===== src/hw/asc_pkg.sv =====
package asc_pkg;
  // register word offsets (byte addresses on the plain port)
  localparam logic [3:0] ADDR_CTL2      = 4'h2; // other control register
  localparam logic [3:0] ADDR_SEQ_CTRL  = 4'h3; // seq_ctrl_reg
  localparam logic [3:0] ADDR_CTL4      = 4'h4; // other control register
  localparam logic [3:0] ADDR_START     = 4'h5; // sequence_start_reg
  localparam logic [3:0] ADDR_STATUS0   = 4'h6; // conv_status_reg_zero
  localparam logic [3:0] ADDR_FLAGS     = 4'h8; // conv_done_flag bits
  localparam logic [3:0] ADDR_IRQ_STAT  = 4'h9; // sticky event status
  localparam logic [3:0] ADDR_IRQ_MASK  = 4'ha; // event mask
  localparam logic [3:0] ADDR_OPTS      = 4'hb; // scan and quick clear
  localparam logic [3:0] ADDR_RESULT0   = 4'h0; // result window base (hi)
  localparam logic [3:0] ADDR_RES_SPACE = 4'h1; // address bit 4 selects result
  // field positions of seq_ctrl_reg
  localparam int SEQ_LEN_LSB   = 3;
  localparam int RING_BIT      = 2;
  localparam int HALT_SEL_LSB  = 0;
  // reset value: only seq_len_bit2 set, length 4
  localparam logic [7:0] SEQ_CTRL_RST = 8'h20;
  localparam logic [6:0] SEQ_CTRL_MASK = 7'h7f;
  // debug halt selections
  localparam logic [1:0] HALT_NONE   = 2'h0;
  localparam logic [1:0] HALT_RSVD   = 2'h1;
  localparam logic [1:0] HALT_FINISH = 2'h2;
  localparam logic [1:0] HALT_NOW    = 2'h3;
  // option bits
  localparam int OPT_SCAN  = 0;
  localparam int OPT_QUICK = 1;
  // interrupt event bits
  localparam int EV_SEQ_DONE = 0;
  localparam int EV_ABORT    = 1;
  localparam int EV_OVERRUN  = 2;
  localparam int EV_NUM      = 3;
  // sequencer states, one-hot
  typedef enum logic [2:0] {
    ASC_IDLE = 3'h1,
    ASC_CONV = 3'h2,
    ASC_HALT = 3'h4
  } asc_state_t;
endpackage


===== src/hw/asc_len_decode.sv =====
`timescale 1ns/1ps
// turns the four-bit length field into a conversion count
module asc_len_decode (
  input  wire logic [3:0] len_code,  // seq_len_bit3..0
  output logic      [3:0] len_count  // conversions per sequence, 1 to 8
);
  always_comb begin
    // top bit set or all zero both give eight
    if (len_code[3] || len_code == 4'h0) begin
      len_count = 4'h8;
    end else begin
      len_count = len_code;
    end
  end
endmodule


===== src/hw/asc_seq_ctrl.sv =====
// The address-and-strobe port was decided locally.
`timescale 1ns/1ps
module asc_seq_ctrl #(
  parameter int NUM_RESULTS = 8,  // depth of the result file
  parameter int RES_W       = 10  // result width
) (
  input  wire logic             mclk,        // bus clock
  input  wire logic             rstn,        // async reset, active low
  input  wire logic [4:0]       addr,        // register address
  input  wire logic [7:0]       wdata,       // write data
  input  wire logic             wr,          // write strobe
  input  wire logic             rd,          // read strobe
  output logic      [7:0]       rdata,       // read data, cycle after rd
  input  wire logic             debug_freeze,// breakpoint freeze from debug
  input  wire logic             ext_trig,    // external trigger level
  output logic                  conv_start,  // pulse: core begins a conversion
  output logic                  conv_abort,  // pulse: core drops its work
  output logic                  conv_hold,   // core pauses mid-conversion
  input  wire logic             conv_done,   // core finished one conversion
  input  wire logic [RES_W-1:0] conv_data,   // result from the core
  output logic      [2:0]       result_slot, // slot of conversion in progress
  output logic                  seq_active,  // sequence running
  output logic                  irq          // level interrupt
);
  // register map on the plain port (addr[4] clear):
  //   0x2, 0x4  other control registers, writes only abort
  //   0x3       seq_ctrl_reg: length 6-3, ring 2, halt select 1-0
  //   0x5       sequence_start_reg: any write starts a sequence
  //   0x6       status: sequence complete 7, slot counter 2-0
  //   0x8       conv_done_flag per result register
  //   0x9       sticky events, write one to clear
  //   0xa       event mask, same layout as the events
  //   0xb       options: quick clear 1, continuous scan 0
  // addr[4] set reads the top eight bits of result addr[2:0]
  //
  // hazards a user must know:
  //   ring mode is meant for scanning or triggered starts; a single
  //   sequence in ring mode leaves the slot counter mid-file
  //   a write to 0x2 to 0x5 drops any sequence in flight, so
  //   reprogramming while scanning loses the conversion under way
  //   the halt-now freeze holds the core mid-conversion; a long
  //   freeze may spoil that result
  //   reserved halt code 01 acts as keep converting
  //   the overrun event flags a result stored over an unread one
  initial begin
    // the slot counter is three bits wide
    if (NUM_RESULTS != 8 || RES_W < 8 || RES_W > 16) begin
      $error("asc_seq_ctrl: unsupported parameters");
    end
  end

  // event count, declared before the vectors that use it
  localparam int EV_NUM_W = asc_pkg::EV_NUM;
  // local names for the sequencer states
  localparam asc_pkg::asc_state_t ASC_IDLE = asc_pkg::ASC_IDLE;
  localparam asc_pkg::asc_state_t ASC_CONV = asc_pkg::ASC_CONV;
  localparam asc_pkg::asc_state_t ASC_HALT = asc_pkg::ASC_HALT;

  // control state
  logic [6:0]               seq_ctrl;     // seq_ctrl_reg, bit 7 absent
  logic [1:0]               opts;         // scan and quick clear options
  logic [EV_NUM_W-1:0]      ev_stat;      // sticky events
  logic [EV_NUM_W-1:0]      ev_mask;      // event enables
  logic [NUM_RESULTS-1:0]   done_flag;    // conv_done_flag per slot
  logic [NUM_RESULTS-1:0]   stat_seen;    // status read armed clear
  logic [RES_W-1:0]         result_mem [NUM_RESULTS]; // result file
  logic [2:0]               slot;         // result_slot_count
  logic [3:0]               pos;          // conversions done this sequence
  logic                     scf;          // sequence complete flag
  asc_pkg::asc_state_t      state;        // sequencer state
  logic [1:0]               trig_sync;    // external trigger synchroniser
  logic [1:0]               frz_sync;     // freeze synchroniser
  logic                     trig_prev;    // trigger edge history

  logic [3:0] len_count;                  // decoded length
  logic       wr_seq;                     // write to seq_ctrl_reg
  logic       wr_ctl;                     // write to any control register
  logic       wr_start;                   // write to sequence_start_reg
  logic       res_acc;                    // result register access
  logic [2:0] res_idx;                    // result register addressed
  logic       trig_rise;                  // synchronised trigger edge
  logic       frozen;                     // synchronised freeze
  logic       last_conv;                  // this completion ends sequence
  logic       take;                       // a result is being stored
  logic [EV_NUM_W-1:0] ev_set;            // events this cycle

  asc_len_decode u_len (
    .len_code  (seq_ctrl[asc_pkg::SEQ_LEN_LSB +: 4]),
    .len_count (len_count)
  );

  // decode of the plain register port
  assign wr_seq   = wr && addr == {1'b0, asc_pkg::ADDR_SEQ_CTRL};
  assign wr_start = wr && addr == {1'b0, asc_pkg::ADDR_START};
  assign wr_ctl   = wr && !addr[4] && addr[3:0] >= asc_pkg::ADDR_CTL2 &&
                    addr[3:0] <= asc_pkg::ADDR_START;
  assign res_acc  = (wr || rd) && addr[4];
  assign res_idx  = addr[2:0];
  assign trig_rise = trig_sync[1] && !trig_prev;
  assign frozen    = frz_sync[1];
  assign take      = state == ASC_CONV && conv_done;
  assign last_conv = take && (pos + 4'h1 == len_count);

  // two-flop synchronisers for the pin inputs
  always_ff @(posedge mclk or negedge rstn) begin
    if (!rstn) begin
      trig_sync <= 2'h0;
      frz_sync  <= 2'h0;
      trig_prev <= 1'b0;
    end else begin
      trig_sync <= {trig_sync[0], ext_trig};
      frz_sync  <= {frz_sync[0], debug_freeze};
      trig_prev <= trig_sync[1];
    end
  end

  // seq_ctrl_reg and option register
  always_ff @(posedge mclk or negedge rstn) begin
    if (!rstn) begin
      seq_ctrl <= asc_pkg::SEQ_CTRL_RST[6:0];
      opts     <= 2'h0;
    end else begin
      if (wr_seq) begin
        seq_ctrl <= wdata[6:0] & asc_pkg::SEQ_CTRL_MASK;
      end
      if (wr && addr == {1'b0, asc_pkg::ADDR_OPTS}) begin
        opts <= wdata[1:0];
      end
    end
  end

  // sequencer: start, conversion, halt
  always_ff @(posedge mclk or negedge rstn) begin
    if (!rstn) begin
      state      <= ASC_IDLE;
      conv_start <= 1'b0;
      conv_abort <= 1'b0;
      conv_hold  <= 1'b0;
      seq_active <= 1'b0;
      pos        <= 4'h0;
    end else begin
      conv_start <= 1'b0;
      conv_abort <= 1'b0;
      if (wr_ctl) begin
        // any control write drops the sequence; only start restarts
        conv_abort <= state != ASC_IDLE;
        pos        <= 4'h0;
        if (wr_start) begin
          state      <= ASC_CONV;
          conv_start <= 1'b1;
          seq_active <= 1'b1;
        end else begin
          state      <= ASC_IDLE;
          seq_active <= 1'b0;
        end
        conv_hold <= 1'b0;
      end else begin
        case (state)
          ASC_IDLE: begin
            // triggered start while idle
            if (trig_rise) begin
              state      <= ASC_CONV;
              conv_start <= 1'b1;
              seq_active <= 1'b1;
            end
          end
          ASC_CONV: begin
            if (frozen &&
                seq_ctrl[asc_pkg::HALT_SEL_LSB +: 2] == asc_pkg::HALT_NOW)
            begin
              state     <= ASC_HALT;
              conv_hold <= 1'b1;
            end else if (take) begin
              if (last_conv) begin
                pos <= 4'h0;
                if (opts[asc_pkg::OPT_SCAN]) begin
                  conv_start <= 1'b1;
                end else begin
                  state      <= ASC_IDLE;
                  seq_active <= 1'b0;
                end
              end else begin
                pos <= pos + 4'h1;
                conv_start <= 1'b1;
              end
              // finish then freeze: stop before the next conversion
              if (frozen && seq_ctrl[asc_pkg::HALT_SEL_LSB +: 2] ==
                  asc_pkg::HALT_FINISH && state == ASC_CONV &&
                  (!last_conv || opts[asc_pkg::OPT_SCAN])) begin
                state      <= ASC_HALT;
                conv_start <= 1'b0;
              end
            end
          end
          ASC_HALT: begin
            // leave the freeze; resume or begin the next conversion
            if (!frozen) begin
              state     <= ASC_CONV;
              conv_hold <= 1'b0;
              if (!conv_hold) begin
                conv_start <= 1'b1;
              end
            end
          end
          default: begin
            state <= ASC_IDLE;
          end
        endcase
      end
    end
  end

  // result slot counter
  always_ff @(posedge mclk or negedge rstn) begin
    if (!rstn) begin
      slot        <= 3'h0;
      result_slot <= 3'h0;
    end else begin
      if (wr_ctl) begin
        slot        <= 3'h0;
        result_slot <= 3'h0;
      end else if (take) begin
        if (last_conv && !seq_ctrl[asc_pkg::RING_BIT]) begin
          // fixed mode restarts at the first register
          slot        <= 3'h0;
          result_slot <= 3'h0;
        end else begin
          // ring mode keeps counting and wraps naturally at the end
          slot        <= slot + 3'h1;
          result_slot <= slot + 3'h1;
        end
      end
    end
  end

  // result file store
  always_ff @(posedge mclk) begin
    if (take) begin
      result_mem[slot] <= conv_data;
    end
  end

  // per-slot done flags and their clearing
  generate
    for (genvar i = 0; i < NUM_RESULTS; i++) begin : g_flag
      always_ff @(posedge mclk or negedge rstn) begin
        if (!rstn) begin
          done_flag[i] <= 1'b0;
          stat_seen[i] <= 1'b0;
        end else begin
          if (take && slot == 3'(i)) begin
            done_flag[i] <= 1'b1;
            stat_seen[i] <= 1'b0;
          end else if (res_acc && res_idx == 3'(i) &&
                       (opts[asc_pkg::OPT_QUICK] || stat_seen[i])) begin
            done_flag[i] <= 1'b0;
            stat_seen[i] <= 1'b0;
          end else if (rd && addr == {1'b0, asc_pkg::ADDR_FLAGS}) begin
            stat_seen[i] <= done_flag[i];
          end
        end
      end
    end
  endgenerate

  // sequence complete flag, cleared by any write to 0x2 to 0x5, not by a triggered start
  always_ff @(posedge mclk or negedge rstn) begin
    if (!rstn) begin
      scf <= 1'b0;
    end else if (last_conv && !wr_ctl) begin
      scf <= 1'b1;
    end else if (wr_ctl) begin
      scf <= 1'b0;
    end
  end

  // events for the interrupt status
  always_comb begin
    ev_set = '0;
    ev_set[asc_pkg::EV_SEQ_DONE] = last_conv;
    ev_set[asc_pkg::EV_ABORT]    = wr_ctl && state != ASC_IDLE;
    ev_set[asc_pkg::EV_OVERRUN]  = take && done_flag[slot];
  end

  // sticky status, write one to clear, set wins
  always_ff @(posedge mclk or negedge rstn) begin
    if (!rstn) begin
      ev_stat <= '0;
      ev_mask <= '0;
    end else begin
      if (wr && addr == {1'b0, asc_pkg::ADDR_IRQ_MASK}) begin
        ev_mask <= wdata[EV_NUM_W-1:0];
      end
      if (wr && addr == {1'b0, asc_pkg::ADDR_IRQ_STAT}) begin
        ev_stat <= (ev_stat & ~wdata[EV_NUM_W-1:0]) | ev_set;
      end else begin
        ev_stat <= ev_stat | ev_set;
      end
    end
  end

  // interrupt output from a flop
  always_ff @(posedge mclk or negedge rstn) begin
    if (!rstn) begin
      irq <= 1'b0;
    end else begin
      irq <= |(ev_stat & ev_mask);
    end
  end

  // read data, one cycle after the read strobe, zero otherwise
  always_ff @(posedge mclk or negedge rstn) begin
    if (!rstn) begin
      rdata <= 8'h00;
    end else if (!rd) begin
      rdata <= 8'h00;
    end else if (addr[4]) begin
      rdata <= result_mem[res_idx][RES_W-1 -: 8];
    end else begin
      case (addr[3:0])
        asc_pkg::ADDR_SEQ_CTRL: rdata <= {1'b0, seq_ctrl};
        asc_pkg::ADDR_STATUS0:  rdata <= {scf, 4'h0, slot};
        asc_pkg::ADDR_FLAGS:    rdata <= done_flag;
        asc_pkg::ADDR_IRQ_STAT: rdata <= {5'h00, ev_stat};
        asc_pkg::ADDR_IRQ_MASK: rdata <= {5'h00, ev_mask};
        asc_pkg::ADDR_OPTS:     rdata <= {6'h00, opts};
        default:                rdata <= 8'h00;
      endcase
    end
  end
endmodule


===== config.mk =====
export PLATFORM = sky130hd
export DESIGN_NAME = asc_seq_ctrl
export DESIGN_NICKNAME = d
export VERILOG_FILES = /design/src/hw/asc_pkg.sv /design/src/hw/asc_len_decode.sv /design/src/hw/asc_seq_ctrl.sv
export SDC_FILE = /design/constraint.sdc
export NUM_CORES = 1
export LEC_CHECK = 0
export ABC_AREA = 0
export BUFFER_PORTS_ARGS = -buffer_cell sky130_fd_sc_hd__buf_4
export CORE_ASPECT_RATIO = 1.1
export CORE_MARGIN = 10
export CORE_UTILIZATION = 50
export CTS_CLUSTER_SIZE = 20
export DETAILED_ROUTE_END_ITERATION = 7
export GPL_ROUTABILITY_DRIVEN = 0
export PLACE_DENSITY = 0.68
export SKIP_CTS_REPAIR_TIMING = 1
export SYNTH_ARGS = -nofsm -noshare
export SYNTH_HDL_FRONTEND = slang
export SYNTH_SLANG_ARGS = --single-unit

===== constraint.sdc =====
create_clock -name mclk -period 3.56 [get_ports mclk]
set_input_delay 0.534 -clock mclk [delete_from_list [all_inputs] [get_ports mclk]]
set_output_delay 0.534 -clock mclk [all_outputs]
set_load 0.03 [all_outputs]

==> reports/qor.yml <==
grt:
  gr-usage-all-layers_pct: 17.0
  grt_pass1_vias: 3937
  grt_max_degree: 61
  grt_antenna_before_repair: 0
  grt_pass1_wl_um: 21200
  overflow: 0
timing:
  period_share_pct: 69.3
  setup_tns_ns: 0
  slew_headroom_pct: 44.7
  setup-violations-final: 0
  fin_worst_skew_ns: 0.00945
  slew_violations: 0
  rsz0062_at_grt: "no"
  timing.final.crit_period_ns: 2.47
  tightest_slew_ns: 0.826
  hold_violations: 0
  max_freq_mhz: 405
logic_synthesis:
  syn_inst: 422
  synthArstFlopShare_pct: 48.4
  synthXorXnorAreaFrac_pct: 0.914
  synthesis.area_mm2: 0.00575
  synth_simple_gate_area_share_pct: 11.2
  synth_top_family_by_area: "multiplexers"
  synth_fa_ha_area_share_pct: 1.52
  synth_top_area_share_pct: 33.4
  synth_fp_nets: 459
  synth_compound_area_share_pct: 11.2
  synth-edff-count: 64
  synth.area.top_cells: "edfxtp_1, dfrtp_1, mux4_2"
  syn_area_per_cell_um2: 13.6
  ys.flop_type: "edfxtp_1"
  synthMuxAreaShare_pct: 13.0
  synth_area_leader_cell: "edfxtp_1"
  synth-seq-cells: 124
  synth-seq-area-share_pct: 59.6
  netlist-cell-type-count: 62
  synth_warnings: 0
pwr:
  irDropWorstVdd_mv: 0.396
  power.density_mw_per_mm2: 688
  power_leakage_nw: 2.73
status:
  status: "finished clean"
cts:
  clk_root_buffer_cell: "clkbuf_16"
  cts_buffer_depth: 2
  numCtsBuffers: 17
  cts_tree: "done"
  clk_latency_ns: 0.42
  clk_pin_slew_ns: 0.06
  clkSinkCount: 124
  h-tree-depth: 4
critical_path:
  crit_required_ns: 3.60
  critPathMostFrequentCell: "nor2_1"
  crit_path_start_kind: "flip-flop"
  worst_setup_path_end_kind: "flip-flop"
  critPathSlowestCell: "nor2_1"
  crit_chain: "or3b_1 -> nor2_1 -> nand2_1 -> nor2_1"
  crit_type: "reg -> reg"
  slowest_delay_ns: 0.68
  critical-path-top-delay-family: "simple AND/OR/NAND/NOR gates"
  cp_max_fo: 13
  worstPathArrival_ns: 2.51
  crit_buf_inv: 0
routing:
  num_vias: 3786
  wl_per_cell_um: 20.9
  drt_iter0_drc: 386
  firstDrtPassIters: 5
  ant_nets: 0
  finalWirelength_um: 13200
  drc_errors: 0
  post_drt_via_cell_ratio: 5.98
placed_design:
  dpl_cell_area_mm2: 0.00622
  io_buffers: 42
  dp_hpwl_um: 8970
  dpl.cell_count: 601
die:
  ioPinCount: 46
  initial_core_util_pct: 50.7
  placement_rows: 41
  die_h_um: 132
  die_x_um: 122
  die-area_mm2: 0.0162
  coreArea_mm2: 0.0113
finish:
  drive_above_1_share_pct: 26.1
  multi_input_area_mm2: 0.00217
  nNetsFinal: 507
  area_growth_pct: 18.9
  stdcell_count: 633
  seq_area_mm2: 0.00343
  n_fill_cell: 890
  top_register: "result_mem"
  largest_register_ffs: 64
  diodes: 0
  design_area_mm2: 0.00683
hold_path:
  hold_path_class: "in -> async"
run:
  drv_cap: 0
==> synth_stat cells, types with 7 or more instances <==
library cell   n
a211oi_1      11
a21oi_1       13
a221oi_1       8
and3_1         8
buf_2         11
clkbuf_1       9
dfrtp_1       58
edfxtp_1      64
ha_1           7
inv_1         12
mux2_2        14
mux2i_1       17
mux4_2        18
nand2_1       28
nor2_1        28
nor2b_1       10
nor3_1        14
o21ai_0       11
==> final timing paths <==
kind | start | end | slack (ns) | depth (start not counted)
min in group mclk | debug_freeze | frz_sync[0]$_DFF_PN0_ | 0.22 | 1
hold reg to reg | trig_sync[0]$_DFF_PN0_ | trig_sync[1]$_DFF_PN0_ | 0.35 | 0
hold / removal | rstn | pos[2]$_DFFE_PN0P_ | 0.19 | 1
max in group asynchronous | rstn | done_flag[6]$_DFFE_PN0P_ | 2.87 | 1
setup reg to reg | state[1]$_DFFE_PN0P_ | result_mem[5][7]$_DFFE_PP_ | 1.09 | 4
setup / recovery | state[1]$_DFFE_PN0P_ | result_mem[5][7]$_DFFE_PP_ | 1.09 | 4
==> cell type report <==
class	instances	share of cell area, %
timing repair buffer	52	5.71
clock inverter	15	2.71
inverter	12	0.659
clock buffer	17	6.23
sequential	124	50.1
multi-input combinational	263	31.8
tap	150	2.75
==> worst reg2reg max path, cell delays in order (launching register included) <==
cell and delay [ns]:
dfrtp_1 0.56, or3b_1 0.49, nor2_1 0.21, nand2_1 0.16, nor2_1 0.68
==> placed cells by master (no fill, tap or decap), drive strengths merged, types with 3 or more instances in the layout <==
cell,Yosys,routed
clkbuf,9,17
buf,14,52
a22o,6,6
mux2i,17,17
o31ai,5,5
nand3b,3,3
inv,12,18
dfrtp,58,58
a211oi,11,11
o211ai,4,4
ha,7,7
nor2b,10,10
a41o,3,3
a22oi,3,3
nor2,28,28
a21oi,13,13
nor3,15,15
nand3,3,3
xnor2,6,6
and3,8,8
mux4,18,18
edfxtp,64,64
bufinv,0,3
mux2,15,15
clkinv,0,6
nand2,28,28
a221oi,8,8
o21ai,11,11
==> per-stage QoR <==
| stage | utilization (%) | hold slack (ns) | worst slack [ns] | total power, mW |
|---|---|---|---|---|
| after floorplan | - | 0.238 | 1.31 | 2.61 |
| after global placement | 54.9 | 0.336 | 1.12 | 2.91 |
| after detailed placement | 54.9 | 0.336 | 1.11 | 2.95 |
| after CTS | 60.3 | 0.210 | 1.09 | 4.72 |
| after global routing | 60.3 | 0.209 | 0.929 | 4.90 |
| final | 60.3 | 0.187 | 1.09 | 4.70 |
==> layer usage <==
metal | global-route usage, % | routed length [um] | up-vias
li1 | - | - | 1738
met1 | 19.8 | 5270 | 1904
met2 | 28.6 | 6930 | 118
met3 | 4.89 | 745 | 26
met4 | 6.95 | 277 | 0
met5 | 0 | 0 | -
==> cells by family (layout without fill, tap and decap cells) <==
group,Yosys count,after routing
DFF,124,124
buffers and inverters,35,96
AOI/OAI and AO/OA,84,84
xor gates and xnor gates,6,6
muxes,50,50
and+or+nand+nor,116,116
adders and majority gates,7,7
==> power breakdown <==
part           internal (mW)  switching, mW  leakage (nW)
sequential              1.73          0.256          1.34
combinational          0.442          0.506          1.10
clock                   1.11          0.652         0.302
Note: power is estimated with default switching activity, not from simulation.
